File: config.mk
export PLATFORM = sky130hd
export DESIGN_NAME = queued_write_bus_release_service
export DESIGN_NICKNAME = d
export VERILOG_FILES = /design/src/design/qrel_pkg.sv /design/src/design/queued_write_bus_release_service.sv
export SDC_FILE = /design/constraint.sdc
export NUM_CORES = 1
export LEC_CHECK = 0
export ABC_CLOCK_PERIOD_IN_PS = 8800
export BUFFER_PORTS_ARGS = -buffer_cell sky130_fd_sc_hd__buf_2
export CAP_MARGIN = 20
export CORE_MARGIN = 2
export CORE_UTILIZATION = 55
export DETAILED_ROUTE_END_ITERATION = 12
export PLACE_DENSITY = 0.81
export SLEW_MARGIN = 20
export SYNTH_ARGS = -nofsm -noshare
export SYNTH_HDL_FRONTEND = slang
export SYNTH_SLANG_ARGS = --single-unit
File: constraint.sdc
create_clock -name ref_clk_i -period 8.8 [get_ports ref_clk_i]
set_clock_uncertainty 0.1 [all_clocks]
set_input_delay 2.64 -clock ref_clk_i [delete_from_list [all_inputs] [get_ports ref_clk_i]]
set_output_delay 2.64 -clock ref_clk_i [all_outputs]
set_load 0.1 [all_outputs]
File: src/design/qrel_pkg.sv
// package: register offsets, field layout and image constants for the queued write bus-release block
package qrel_pkg;

   // ************************************************************
   // apb register map (byte offsets)
   // ************************************************************
   localparam logic [7:0] OFF_ERROR_REPORT  = 8'h00;
   localparam logic [7:0] OFF_INT_REASON    = 8'h04;
   localparam logic [7:0] OFF_LBA_LOW       = 8'h08;
   localparam logic [7:0] OFF_LBA_MID       = 8'h0C;
   localparam logic [7:0] OFF_LBA_HIGH      = 8'h10;
   localparam logic [7:0] OFF_DRIVE_SEL     = 8'h14;
   localparam logic [7:0] OFF_STATUS        = 8'h18;
   localparam logic [7:0] OFF_DEV_CONTROL   = 8'h1C;
   localparam logic [7:0] OFF_CMD_CTRL      = 8'h20;
   localparam logic [7:0] OFF_BLOCK_STATE   = 8'h24;

   // ************************************************************
   // field positions
   // ************************************************************
   localparam int TAG_MSB           = 7;
   localparam int TAG_LSB           = 3;
   localparam int REL_BIT           = 2;
   localparam int IO_BIT            = 1;
   localparam int CD_BIT            = 0;
   localparam int DRIVE_SEL_BIT     = 4;
   localparam int HOB_BIT           = 7;
   localparam int BUSY_BIT          = 7;
   localparam int READY_BIT         = 6;
   localparam int FAULT_BIT         = 5;
   localparam int SERVICE_PENDING_FLAG_BIT          = 4;
   localparam int DRQ_BIT           = 3;
   localparam int ERR_BIT           = 0;

   // cmd_ctrl write bits (pulses in bits 2:0; stored queue enable; tag and image fields)
   localparam int CTL_RELEASE_BIT   = 0;
   localparam int CTL_SELF_READY    = 1;
   localparam int CTL_SERVICE_BIT   = 2;
   localparam int CTL_QUEUE_EN_BIT  = 8;
   localparam int CTL_TAG_LSB       = 16;
   localparam int CTL_IMAGE_LSB     = 24;

   // ************************************************************
   // reset values
   // ************************************************************
   localparam logic [7:0] RST_STATUS    = 8'h80;
   localparam logic [7:0] RST_BYTE      = 8'h00;
   localparam logic [31:0] RD_UNMAPPED  = 32'h0000_0000;

   // image chosen by firmware for the service answer
   typedef enum logic [1:0] {
      SVC_DATA,
      SVC_DONE,
      SVC_ERROR
   } svc_image_t;

   typedef enum logic [1:0] {
      ST_IDLE,
      ST_RELEASED,
      ST_SERVICE_PENDING_FLAG_WAIT,
      ST_SERVICED
   } rel_state_t;

   // apb request carrier
   typedef struct packed {
      logic        sel;
      logic        enable;
      logic        write;
      logic [7:0]  addr;
      logic [31:0] wdata;
   } apb_req_t;

   typedef struct packed {
      logic        ready;
      logic        slverr;
      logic [31:0] rdata;
   } apb_rsp_t;

endpackage

File: src/design/queued_write_bus_release_service.sv
// module: task-file register image for bus release and service request of a queued write
`timescale 1ns/1ps
// ************************************************************
// Notes on behaviour
// release image applied when bus freed early
// tag of released command in tag field
// tag zero without queuing or overlap
// release flag set on release
// direction flag cleared on release
// command-or-data flag cleared: data transfer
// drive select keeps selected device
// busy cleared on release
// ready set on release
// fault cleared on release
// data request cleared on release
// error cleared on release
// service pending zero unless another ready
// service pending set when another ready
// service pending set when released command ready
// high-order select makes fields read reserved
// service request changes only service bit
// service command presents matching image
// tag occupies sector count bits 7:3
// zero direction means host to device
// host issues service before expecting data
// ************************************************************
module queued_write_bus_release_service (
   input  wire logic                 ref_clk_i,
   input  wire logic                 rst_i,
   input  wire logic                 psel_i,
   input  wire logic                 penable_i,
   input  wire logic                 pwrite_i,
   input  wire logic [7:0]           paddr_i,
   input  wire logic [31:0]          pwdata_i,
   output logic                      pready_o,
   output logic                      pslverr_o,
   output logic [31:0]               prdata_o,
   input  wire logic                 other_cmd_ready_i,
   output logic                      released_o,
   output logic                      service_pending_o
);

   // ************************************************************
   // bus decode
   // ************************************************************
   qrel_pkg::apb_req_t req;
   qrel_pkg::apb_rsp_t rsp;
   logic               wr_en;
   logic               rd_en;

   assign req.sel    = psel_i;
   assign req.enable = penable_i;
   assign req.write  = pwrite_i;
   assign req.addr   = paddr_i;
   assign req.wdata  = pwdata_i;

   assign wr_en = req.sel & req.enable & req.write;
   assign rd_en = req.sel & req.enable & ~req.write;

   // ************************************************************
   // register state
   // ************************************************************
   logic [7:0]             error_q;
   logic [4:0]             tag_q;
   logic                   rel_q;
   logic                   io_q;
   logic                   cd_q;
   logic [7:0]             reason_img;
   logic [7:0]             lba_low_q;
   logic [7:0]             lba_mid_q;
   logic [7:0]             lba_high_q;
   logic [7:0]             drive_q;
   logic                   busy_q;
   logic                   ready_q;
   logic                   fault_q;
   logic                   service_pending_flag_q;
   logic                   drq_q;
   logic                   err_q;
   logic [7:0]             status_img;
   logic                   hob_q;
   logic                   queue_en_q;
   logic                   self_ready_q;
   qrel_pkg::rel_state_t   state_q;
   logic [31:0]            rdata_q;

   logic                   ctl_wr;
   logic                   do_release;
   logic                   do_self_ready;
   logic                   do_service;
   logic [4:0]             wr_tag;
   logic                   wr_queue_en;
   qrel_pkg::svc_image_t   wr_image;
   logic [4:0]             rel_tag;
   logic                   service_pending_flag_set;
   logic                   svc_live;
   logic                   wr_error;
   logic                   wr_reason;
   logic                   wr_drive;
   logic                   wr_dev_ctrl;
   logic                   rd_setup;
   logic                   bad_addr;
   logic                   ro_write;

   assign ctl_wr        = wr_en && (req.addr == qrel_pkg::OFF_CMD_CTRL);
   assign do_release    = ctl_wr && req.wdata[qrel_pkg::CTL_RELEASE_BIT];
   assign do_self_ready = ctl_wr && req.wdata[qrel_pkg::CTL_SELF_READY];
   assign do_service    = ctl_wr && req.wdata[qrel_pkg::CTL_SERVICE_BIT];
   assign wr_queue_en   = req.wdata[qrel_pkg::CTL_QUEUE_EN_BIT];
   assign wr_tag        = req.wdata[qrel_pkg::CTL_TAG_LSB +: 5];
   assign wr_image      = qrel_pkg::svc_image_t'(req.wdata[qrel_pkg::CTL_IMAGE_LSB +: 2]);

   // ************************************************************
   // access decode
   // ************************************************************
   // service while idle has no command to answer, so it is dropped
   assign svc_live    = do_service && (state_q != qrel_pkg::ST_IDLE);
   assign wr_error    = wr_en && (req.addr == qrel_pkg::OFF_ERROR_REPORT);
   assign wr_reason   = wr_en && (req.addr == qrel_pkg::OFF_INT_REASON);
   assign wr_drive    = wr_en && (req.addr == qrel_pkg::OFF_DRIVE_SEL);
   assign wr_dev_ctrl = wr_en && (req.addr == qrel_pkg::OFF_DEV_CONTROL);
   assign rd_setup    = req.sel && !req.enable && !req.write;
   assign bad_addr    = (req.addr > qrel_pkg::OFF_BLOCK_STATE) || (req.addr[1:0] != 2'h0);
   assign ro_write    = req.write && (req.addr == qrel_pkg::OFF_STATUS || req.addr == qrel_pkg::OFF_BLOCK_STATE);

   // tag forced to zero when queuing or overlap is off
   assign rel_tag = wr_queue_en ? wr_tag : 5'h00;

   // service request: another queued command or the released one is ready
   assign service_pending_flag_set = (state_q != qrel_pkg::ST_IDLE) &&
                     (other_cmd_ready_i || self_ready_q || do_self_ready);

   // ************************************************************
   // command sequencing
   // ************************************************************
   always_ff @(posedge ref_clk_i or posedge rst_i) begin
      if (rst_i) begin
         state_q <= qrel_pkg::ST_IDLE;
      end else if (do_release) begin
         state_q <= qrel_pkg::ST_RELEASED;
      end else if (do_service && state_q != qrel_pkg::ST_IDLE) begin
         state_q <= qrel_pkg::ST_SERVICED;
      end else if (state_q == qrel_pkg::ST_RELEASED && service_pending_flag_set) begin
         state_q <= qrel_pkg::ST_SERVICE_PENDING_FLAG_WAIT;
      end
   end

   always_ff @(posedge ref_clk_i or posedge rst_i) begin
      if (rst_i) begin
         self_ready_q <= 1'b0;
      end else if (do_release || do_service) begin
         self_ready_q <= 1'b0;
      end else if (do_self_ready) begin
         self_ready_q <= 1'b1;
      end
   end

   always_ff @(posedge ref_clk_i or posedge rst_i) begin
      if (rst_i) begin
         queue_en_q <= 1'b0;
      end else if (ctl_wr) begin
         queue_en_q <= wr_queue_en;
      end
   end

   // ************************************************************
   // sector count and address bytes
   // ************************************************************
   // tag keeps the released command's tag until software rewrites the byte
   always_ff @(posedge ref_clk_i or posedge rst_i) begin
      if (rst_i) begin
         tag_q <= qrel_pkg::RST_BYTE[qrel_pkg::TAG_MSB:qrel_pkg::TAG_LSB];
      end else if (do_release) begin
         tag_q <= rel_tag;
      end else if (wr_reason) begin
         tag_q <= req.wdata[qrel_pkg::TAG_MSB:qrel_pkg::TAG_LSB];
      end
   end

   always_ff @(posedge ref_clk_i or posedge rst_i) begin
      if (rst_i) begin
         rel_q <= qrel_pkg::RST_BYTE[qrel_pkg::REL_BIT];
      end else if (do_release) begin
         rel_q <= 1'b1;
      end else if (svc_live) begin
         rel_q <= 1'b0;
      end else if (wr_reason) begin
         rel_q <= req.wdata[qrel_pkg::REL_BIT];
      end
   end

   // a write command always moves data from the host
   always_ff @(posedge ref_clk_i or posedge rst_i) begin
      if (rst_i) begin
         io_q <= qrel_pkg::RST_BYTE[qrel_pkg::IO_BIT];
      end else if (do_release) begin
         io_q <= 1'b0;
      end else if (svc_live) begin
         io_q <= (wr_image != qrel_pkg::SVC_DATA);
      end else if (wr_reason) begin
         io_q <= req.wdata[qrel_pkg::IO_BIT];
      end
   end

   always_ff @(posedge ref_clk_i or posedge rst_i) begin
      if (rst_i) begin
         cd_q <= qrel_pkg::RST_BYTE[qrel_pkg::CD_BIT];
      end else if (do_release) begin
         cd_q <= 1'b0;
      end else if (svc_live) begin
         cd_q <= (wr_image != qrel_pkg::SVC_DATA);
      end else if (wr_reason) begin
         cd_q <= req.wdata[qrel_pkg::CD_BIT];
      end
   end

   assign reason_img = {tag_q, rel_q, io_q, cd_q};

   // address bytes are reserved in the release image; kept as last written
   always_ff @(posedge ref_clk_i or posedge rst_i) begin
      if (rst_i) begin
         lba_low_q  <= qrel_pkg::RST_BYTE;
         lba_mid_q  <= qrel_pkg::RST_BYTE;
         lba_high_q <= qrel_pkg::RST_BYTE;
      end else if (wr_en) begin
         if (req.addr == qrel_pkg::OFF_LBA_LOW) begin
            lba_low_q <= req.wdata[7:0];
         end
         if (req.addr == qrel_pkg::OFF_LBA_MID) begin
            lba_mid_q <= req.wdata[7:0];
         end
         if (req.addr == qrel_pkg::OFF_LBA_HIGH) begin
            lba_high_q <= req.wdata[7:0];
         end
      end
   end

   // drive select is never touched by release or service
   always_ff @(posedge ref_clk_i or posedge rst_i) begin
      if (rst_i) begin
         drive_q <= qrel_pkg::RST_BYTE;
      end else if (wr_drive) begin
         drive_q <= req.wdata[7:0];
      end
   end

   always_ff @(posedge ref_clk_i or posedge rst_i) begin
      if (rst_i) begin
         hob_q <= 1'b0;
      end else if (wr_dev_ctrl) begin
         hob_q <= req.wdata[qrel_pkg::HOB_BIT];
      end
   end

   // ************************************************************
   // status and error
   // ************************************************************
   // busy leaves its reset value only through release or service
   always_ff @(posedge ref_clk_i or posedge rst_i) begin
      if (rst_i) begin
         busy_q <= qrel_pkg::RST_STATUS[qrel_pkg::BUSY_BIT];
      end else if (do_release || svc_live) begin
         busy_q <= 1'b0;
      end
   end

   always_ff @(posedge ref_clk_i or posedge rst_i) begin
      if (rst_i) begin
         ready_q <= qrel_pkg::RST_STATUS[qrel_pkg::READY_BIT];
      end else if (do_release || svc_live) begin
         ready_q <= 1'b1;
      end
   end

   always_ff @(posedge ref_clk_i or posedge rst_i) begin
      if (rst_i) begin
         fault_q <= qrel_pkg::RST_STATUS[qrel_pkg::FAULT_BIT];
      end else if (do_release || svc_live) begin
         fault_q <= 1'b0;
      end
   end

   always_ff @(posedge ref_clk_i or posedge rst_i) begin
      if (rst_i) begin
         drq_q <= qrel_pkg::RST_STATUS[qrel_pkg::DRQ_BIT];
      end else if (do_release) begin
         drq_q <= 1'b0;
      end else if (svc_live) begin
         drq_q <= (wr_image == qrel_pkg::SVC_DATA);
      end
   end

   always_ff @(posedge ref_clk_i or posedge rst_i) begin
      if (rst_i) begin
         err_q <= qrel_pkg::RST_STATUS[qrel_pkg::ERR_BIT];
      end else if (do_release) begin
         err_q <= 1'b0;
      end else if (svc_live) begin
         err_q <= (wr_image == qrel_pkg::SVC_ERROR);
      end
   end

   // only release and service clear it; any other cycle may only set it
   always_ff @(posedge ref_clk_i or posedge rst_i) begin
      if (rst_i) begin
         service_pending_flag_q <= qrel_pkg::RST_STATUS[qrel_pkg::SERVICE_PENDING_FLAG_BIT];
      end else if (do_release || svc_live) begin
         service_pending_flag_q <= other_cmd_ready_i;
      end else if (service_pending_flag_set) begin
         service_pending_flag_q <= 1'b1;
      end
   end

   // bits 2:1 carry nothing here and read as zero
   assign status_img = {busy_q, ready_q, fault_q, service_pending_flag_q, drq_q, 2'h0, err_q};

   always_ff @(posedge ref_clk_i or posedge rst_i) begin
      if (rst_i) begin
         error_q <= qrel_pkg::RST_BYTE;
      end else if (do_release) begin
         error_q <= qrel_pkg::RST_BYTE;
      end else if (wr_error) begin
         // firmware loads error code before an error service
         error_q <= req.wdata[7:0];
      end
   end

   // ************************************************************
   // read path
   // ************************************************************
   always_ff @(posedge ref_clk_i or posedge rst_i) begin
      if (rst_i) begin
         rdata_q <= qrel_pkg::RD_UNMAPPED;
      end else if (rd_setup) begin
         // registered in setup so the access phase answers at once
         unique case (req.addr)
            qrel_pkg::OFF_ERROR_REPORT: rdata_q <= {24'h000000, error_q};
            qrel_pkg::OFF_INT_REASON:   rdata_q <= {24'h000000, hob_q ? 8'h00 : reason_img};
            qrel_pkg::OFF_LBA_LOW:      rdata_q <= {24'h000000, hob_q ? 8'h00 : lba_low_q};
            qrel_pkg::OFF_LBA_MID:      rdata_q <= {24'h000000, hob_q ? 8'h00 : lba_mid_q};
            qrel_pkg::OFF_LBA_HIGH:     rdata_q <= {24'h000000, hob_q ? 8'h00 : lba_high_q};
            qrel_pkg::OFF_DRIVE_SEL:    rdata_q <= {24'h000000, drive_q};
            qrel_pkg::OFF_STATUS:       rdata_q <= {24'h000000, status_img};
            qrel_pkg::OFF_DEV_CONTROL:  rdata_q <= {24'h000000, hob_q, 7'h00};
            qrel_pkg::OFF_CMD_CTRL:     rdata_q <= {23'h000000, queue_en_q, 8'h00};
            qrel_pkg::OFF_BLOCK_STATE:  rdata_q <= {29'h00000000, self_ready_q, state_q};
            default:                    rdata_q <= qrel_pkg::RD_UNMAPPED;
         endcase
      end
   end

   // slave answers in the first access cycle; unmapped reads and writes flag slverr
   always_comb begin
      rsp.ready  = 1'b1;
      rsp.rdata  = rdata_q;
      rsp.slverr = (wr_en || rd_en) && (bad_addr || ro_write);
   end

   assign pready_o          = rsp.ready;
   assign pslverr_o         = rsp.slverr;
   assign prdata_o          = rsp.rdata;
   assign released_o        = (state_q == qrel_pkg::ST_RELEASED) || (state_q == qrel_pkg::ST_SERVICE_PENDING_FLAG_WAIT);
   assign service_pending_o = service_pending_flag_q;

endmodule // queued_write_bus_release_service

==> impl_table.tex <==
\begin{tabular}{lr}
\hline
Metric & Value \\
\hline
\multicolumn{2}{l}{\textbf{Outcome}} \\
Outcome & finished, final reports clean \\
\multicolumn{2}{l}{\textbf{Clock tree}} \\
Number of buffers between clock root and the deepest sink & 2 \\
CTS H-tree depth & 3 \\
Clock transition at the registers of the reported paths & 0.07 ns \\
Root cell of the clock tree & sky130\_fd\_sc\_hd\_\_clkbuf\_8 \\
Hold-fix buffers at CTS & 0 \\
Clock latency on the worst-skew pair & 0.34 ns \\
Number of buffers inserted by post-CTS setup repair & 0 \\
Inserted Clock Buffers & 9 \\
Resized cells post-CTS & 0 \\
TritonCTS clock tree & built \\
Clock Sink Count & 67 \\
\multicolumn{2}{l}{\textbf{Finish}} \\
Count of nets after finishing & 447 \\
ANT cells & 0 \\
Finished Core Util & 0.6307 \\
Synth-to-Final Area Change & 10.49\% \\
Cell Count, Final, Fillers Out & 481 \\
Proportion of layout cells with a drive suffix above 1 & 0.2797 \\
Filler cells & 534 \\
\multicolumn{2}{l}{\textbf{Floorplanning}} \\
Num rows & 29 \\
Die Footprint & 0.007256 sq mm \\
Number of primary I/O pins & 82 \\
Core Footprint & 0.006350 sq mm \\
Chip width & 85.18 microns \\
Die Span Y & 85.18 microns \\
Initial core utilization & 0.5708 \\
\multicolumn{2}{l}{\textbf{Timing}} \\
Worst path setup slack after routing & 1.689 ns \\
Final slew viol count & 0 \\
Max transition margin & 0.4459 \\
Count of endpoints failing hold in the final timing report & 0 \\
Setup violations, final & 0 \\
Transition at the pin with the smallest max-transition slack & 0.8312 ns \\
Setup repair after global routing missed its margin & no \\
Crit share post-route & 0.8080 \\
Aggregate negative setup slack & 0 ns \\
Min Clock Period, post-route & 7.111 ns \\
Fmax & 140.6 MHz \\
Hold Worst Slack & 0.3743 ns \\
\multicolumn{2}{l}{\textbf{Detailed routing}} \\
Initial DRC Count & 357 \\
Count of nets left with antenna violations after detail routing & 0 \\
Wire length on met3 & 760 microns \\
DRT met1 WL & 3604 microns \\
Via density per instance & 6.029 \\
Routed wirelength normalized by instance count & 18.02 microns \\
Met2 Wirelength & 4089 microns \\
Remaining design rule violation count & 0 \\
Total number of vias & 2900 \\
DR top layer & met4 \\
Total detailed-routing wirelength & 8666 microns \\
Iteration count of the initial detailed-routing pass & 5 \\
\multicolumn{2}{l}{\textbf{Yosys}} \\
Register area share after synthesis & 0.4629 \\
Count leader, synth & sky130\_fd\_sc\_hd\_\_dfrtp\_1 \\
EDFF count, synth & 0 \\
Main flop type after synthesis & sky130\_fd\_sc\_hd\_\_dfrtp\_1 \\
Average size of a mapped cell & 10.12 sq um \\
Dominant cell type by area after synthesis & sky130\_fd\_sc\_hd\_\_dfrtp\_1 \\
Post-synthesis cell type count & 52 \\
Flop and latch count out of synthesis & 67 \\
Top cells by area in the synthesized netlist & sky130\_fd\_sc\_hd\_\_dfrtp\_1, sky130\_fd\_sc\_hd\_\_mux2\_2, sky130\_fd\_sc\_hd\_\_buf\_4, sky130\_fd\_sc\_hd\_\_o21ai\_0, sky130\_fd\_sc\_hd\_\_nand2\_1 \\
Ys Warns & 0 \\
Area of the mapped netlist & 0.003625 sq mm \\
Async set-reset flop share out of synthesis & 1.000 \\
Mapped Cells & 358 \\
Share of Yosys cell area claimed by the top area cell type & 0.4556 \\
Most used standard cells in the synthesized netlist & sky130\_fd\_sc\_hd\_\_dfrtp\_1, sky130\_fd\_sc\_hd\_\_nand2\_1, sky130\_fd\_sc\_hd\_\_mux2\_2 \\
\multicolumn{2}{l}{\textbf{Global routing}} \\
Antenna violations before repair & 0 \\
Number of global-route vias before repair & 2727 \\
Largest net degree at the start of global routing & 68 \\
Global-route wire length before repair & 13980 microns \\
Total global-route track usage & 0.2488 \\
Grt ovf & 0 \\
\multicolumn{2}{l}{\textbf{Worst hold path}} \\
Worst Hold Class & flop to flop \\
Hold path depth & 2 \\
Sink of the worst hold path & prdata\_o[0] \\
Hold path startpoint & prdata\_o[0] \\
\multicolumn{2}{l}{\textbf{Setup path}} \\
Nature of the critical path endpoint & primary output \\
Critical R2R Capture & io\_q \\
Kind of launch point of the worst setup path & input port \\
Critical path data arrival time & 4.37 ns \\
Worst-case reg-to-reg path depth & 7 \\
Reg2Reg Launch Point & state\_q[0] \\
Crit Path Category & input port to primary output \\
Slack of the worst reg-to-reg path & 6.77 ns \\
Maximum fanout along the worst path & 32 \\
Data required time of the critical path & 6.06 ns \\
\multicolumn{2}{l}{\textbf{Placed design}} \\
Routability cong. & 0.8754 \\
Final HPWL from detailed placement & 5977 microns \\
DP Worst Slack & 1.733 ns \\
Instance count after placement with tap cells included & 465 \\
Buffers on Ports & 41 \\
\multicolumn{2}{l}{\textbf{Flow run}} \\
Max Cap Viol & 0 \\
\multicolumn{2}{l}{\textbf{Power and ir drop}} \\
PD cells & 170.3 mW/mm\^{}2 \\
LEAKAGE & 1.929 nW \\
VDD IR max & 0.1358 mV \\
\hline
\end{tabular}
==> state kept, by name, indices dropped and copies added (netlist names), 2 cells and up <==
signal	count
lba_mid_q	8
prdata_o	9
error_q	8
drive_q	8
lba_high_q	8
lba_low_q	8
tag_q	5
state_q	2
==> critical path, stage by stage <==
cell and delay (ns):
sky130_fd_sc_hd__buf_2 0.52, sky130_fd_sc_hd__nor2b_1 0.22, sky130_fd_sc_hd__and3_1 0.28, sky130_fd_sc_hd__a31o_2 0.23
sky130_fd_sc_hd__a21oi_1 0.14, sky130_fd_sc_hd__nor2_1 0.05, sky130_fd_sc_hd__buf_2 0.28
==> report_power, final <==
part           internal (mW)  total, mW  switching, mW  leakage [nW]
Combinational         0.0201      0.122          0.102         0.907
Sequential             0.314      0.319        0.00496         0.920
Clock                  0.124      0.241          0.117         0.102
==> placed cells by master, fill, tap and decap left out, types with 4 or more instances in the layout <==
master / instances
sky130_fd_sc_hd__a21oi_1: 16
sky130_fd_sc_hd__dfrtp_1: 66
sky130_fd_sc_hd__and3_1: 5
sky130_fd_sc_hd__o2bb2ai_1: 4
sky130_fd_sc_hd__clkbuf_8: 12
sky130_fd_sc_hd__nor2b_1: 4
sky130_fd_sc_hd__o21ai_0: 31
sky130_fd_sc_hd__mux2i_1: 12
sky130_fd_sc_hd__nor3_1: 5
sky130_fd_sc_hd__mux2_2: 32
sky130_fd_sc_hd__inv_1: 5
sky130_fd_sc_hd__nand3_1: 23
sky130_fd_sc_hd__nor2_1: 18
sky130_fd_sc_hd__nand2_1: 36
sky130_fd_sc_hd__conb_1: 24
sky130_fd_sc_hd__buf_4: 6
sky130_fd_sc_hd__a221oi_1: 4
sky130_fd_sc_hd__a22oi_1: 6
sky130_fd_sc_hd__buf_2: 41
==> how the worst max path moves through the flow <==
stage           endpoint  slack, ns  depth (start not counted)  startpoint
6_report       pslverr_o       1.69                          7  paddr_i[2]
2_1_floorplan  pslverr_o       1.10                          6  paddr_i[5]
5_1_grt        pslverr_o       1.58                          7  paddr_i[2]
3_5_place_dp   pslverr_o       1.73                          7  paddr_i[2]
3_3_place_gp   pslverr_o       1.73                          7  paddr_i[2]
4_1_cts        pslverr_o       1.72                          7  paddr_i[2]
==> layer usage <==
| metal | GRT usage | vias to the layer above |
|---|---|---|
| li1 | - | 1331 |
| met3 | 0.05934 | 24 |
| met5 | 0 | - |
| met1 | 0.3435 | 1382 |
| met4 | 0.07215 | 0 |
| met2 | 0.3935 | 163 |
==> cell families (layout without fill, tap and decap cells) <==
family,after synthesis,count (layout),synth area share
AOI/OAI and AO/OA,78,78,0.1339
adders and majority gates,2,2,0.006903
buffers and inverters,45,69,0.07421
DFF,67,67,0.4629
muxes,44,44,0.1326
other,2,24,0.002072
and+or+nand+nor,120,120,0.1874
==> metrics by stage <==
stage	instance area, sq um	power [mW]
global placement	3816	0.4443
detailed placement	3816	0.4459
CTS	4005	0.6846
global route	4005	0.7092
floorplan	3707	0.4321
finish	4005	0.6821
==> area by class of cell <==
class | count | area, sq um | share of cell area
Multi-Input combinational cell | 268 | 1769 | 0.4417
Sequential cell | 67 | 1678 | 0.4189
Timing Repair Buffer | 47 | 250.2 | 0.06248
Clock buffer | 12 | 165.2 | 0.04124
Tap cell | 77 | 96.34 | 0.02405
Clock inverter | 4 | 23.77 | 0.005936
Inverter | 6 | 22.52 | 0.005623
No activity file was read; power rests on OpenSTA's default activity.
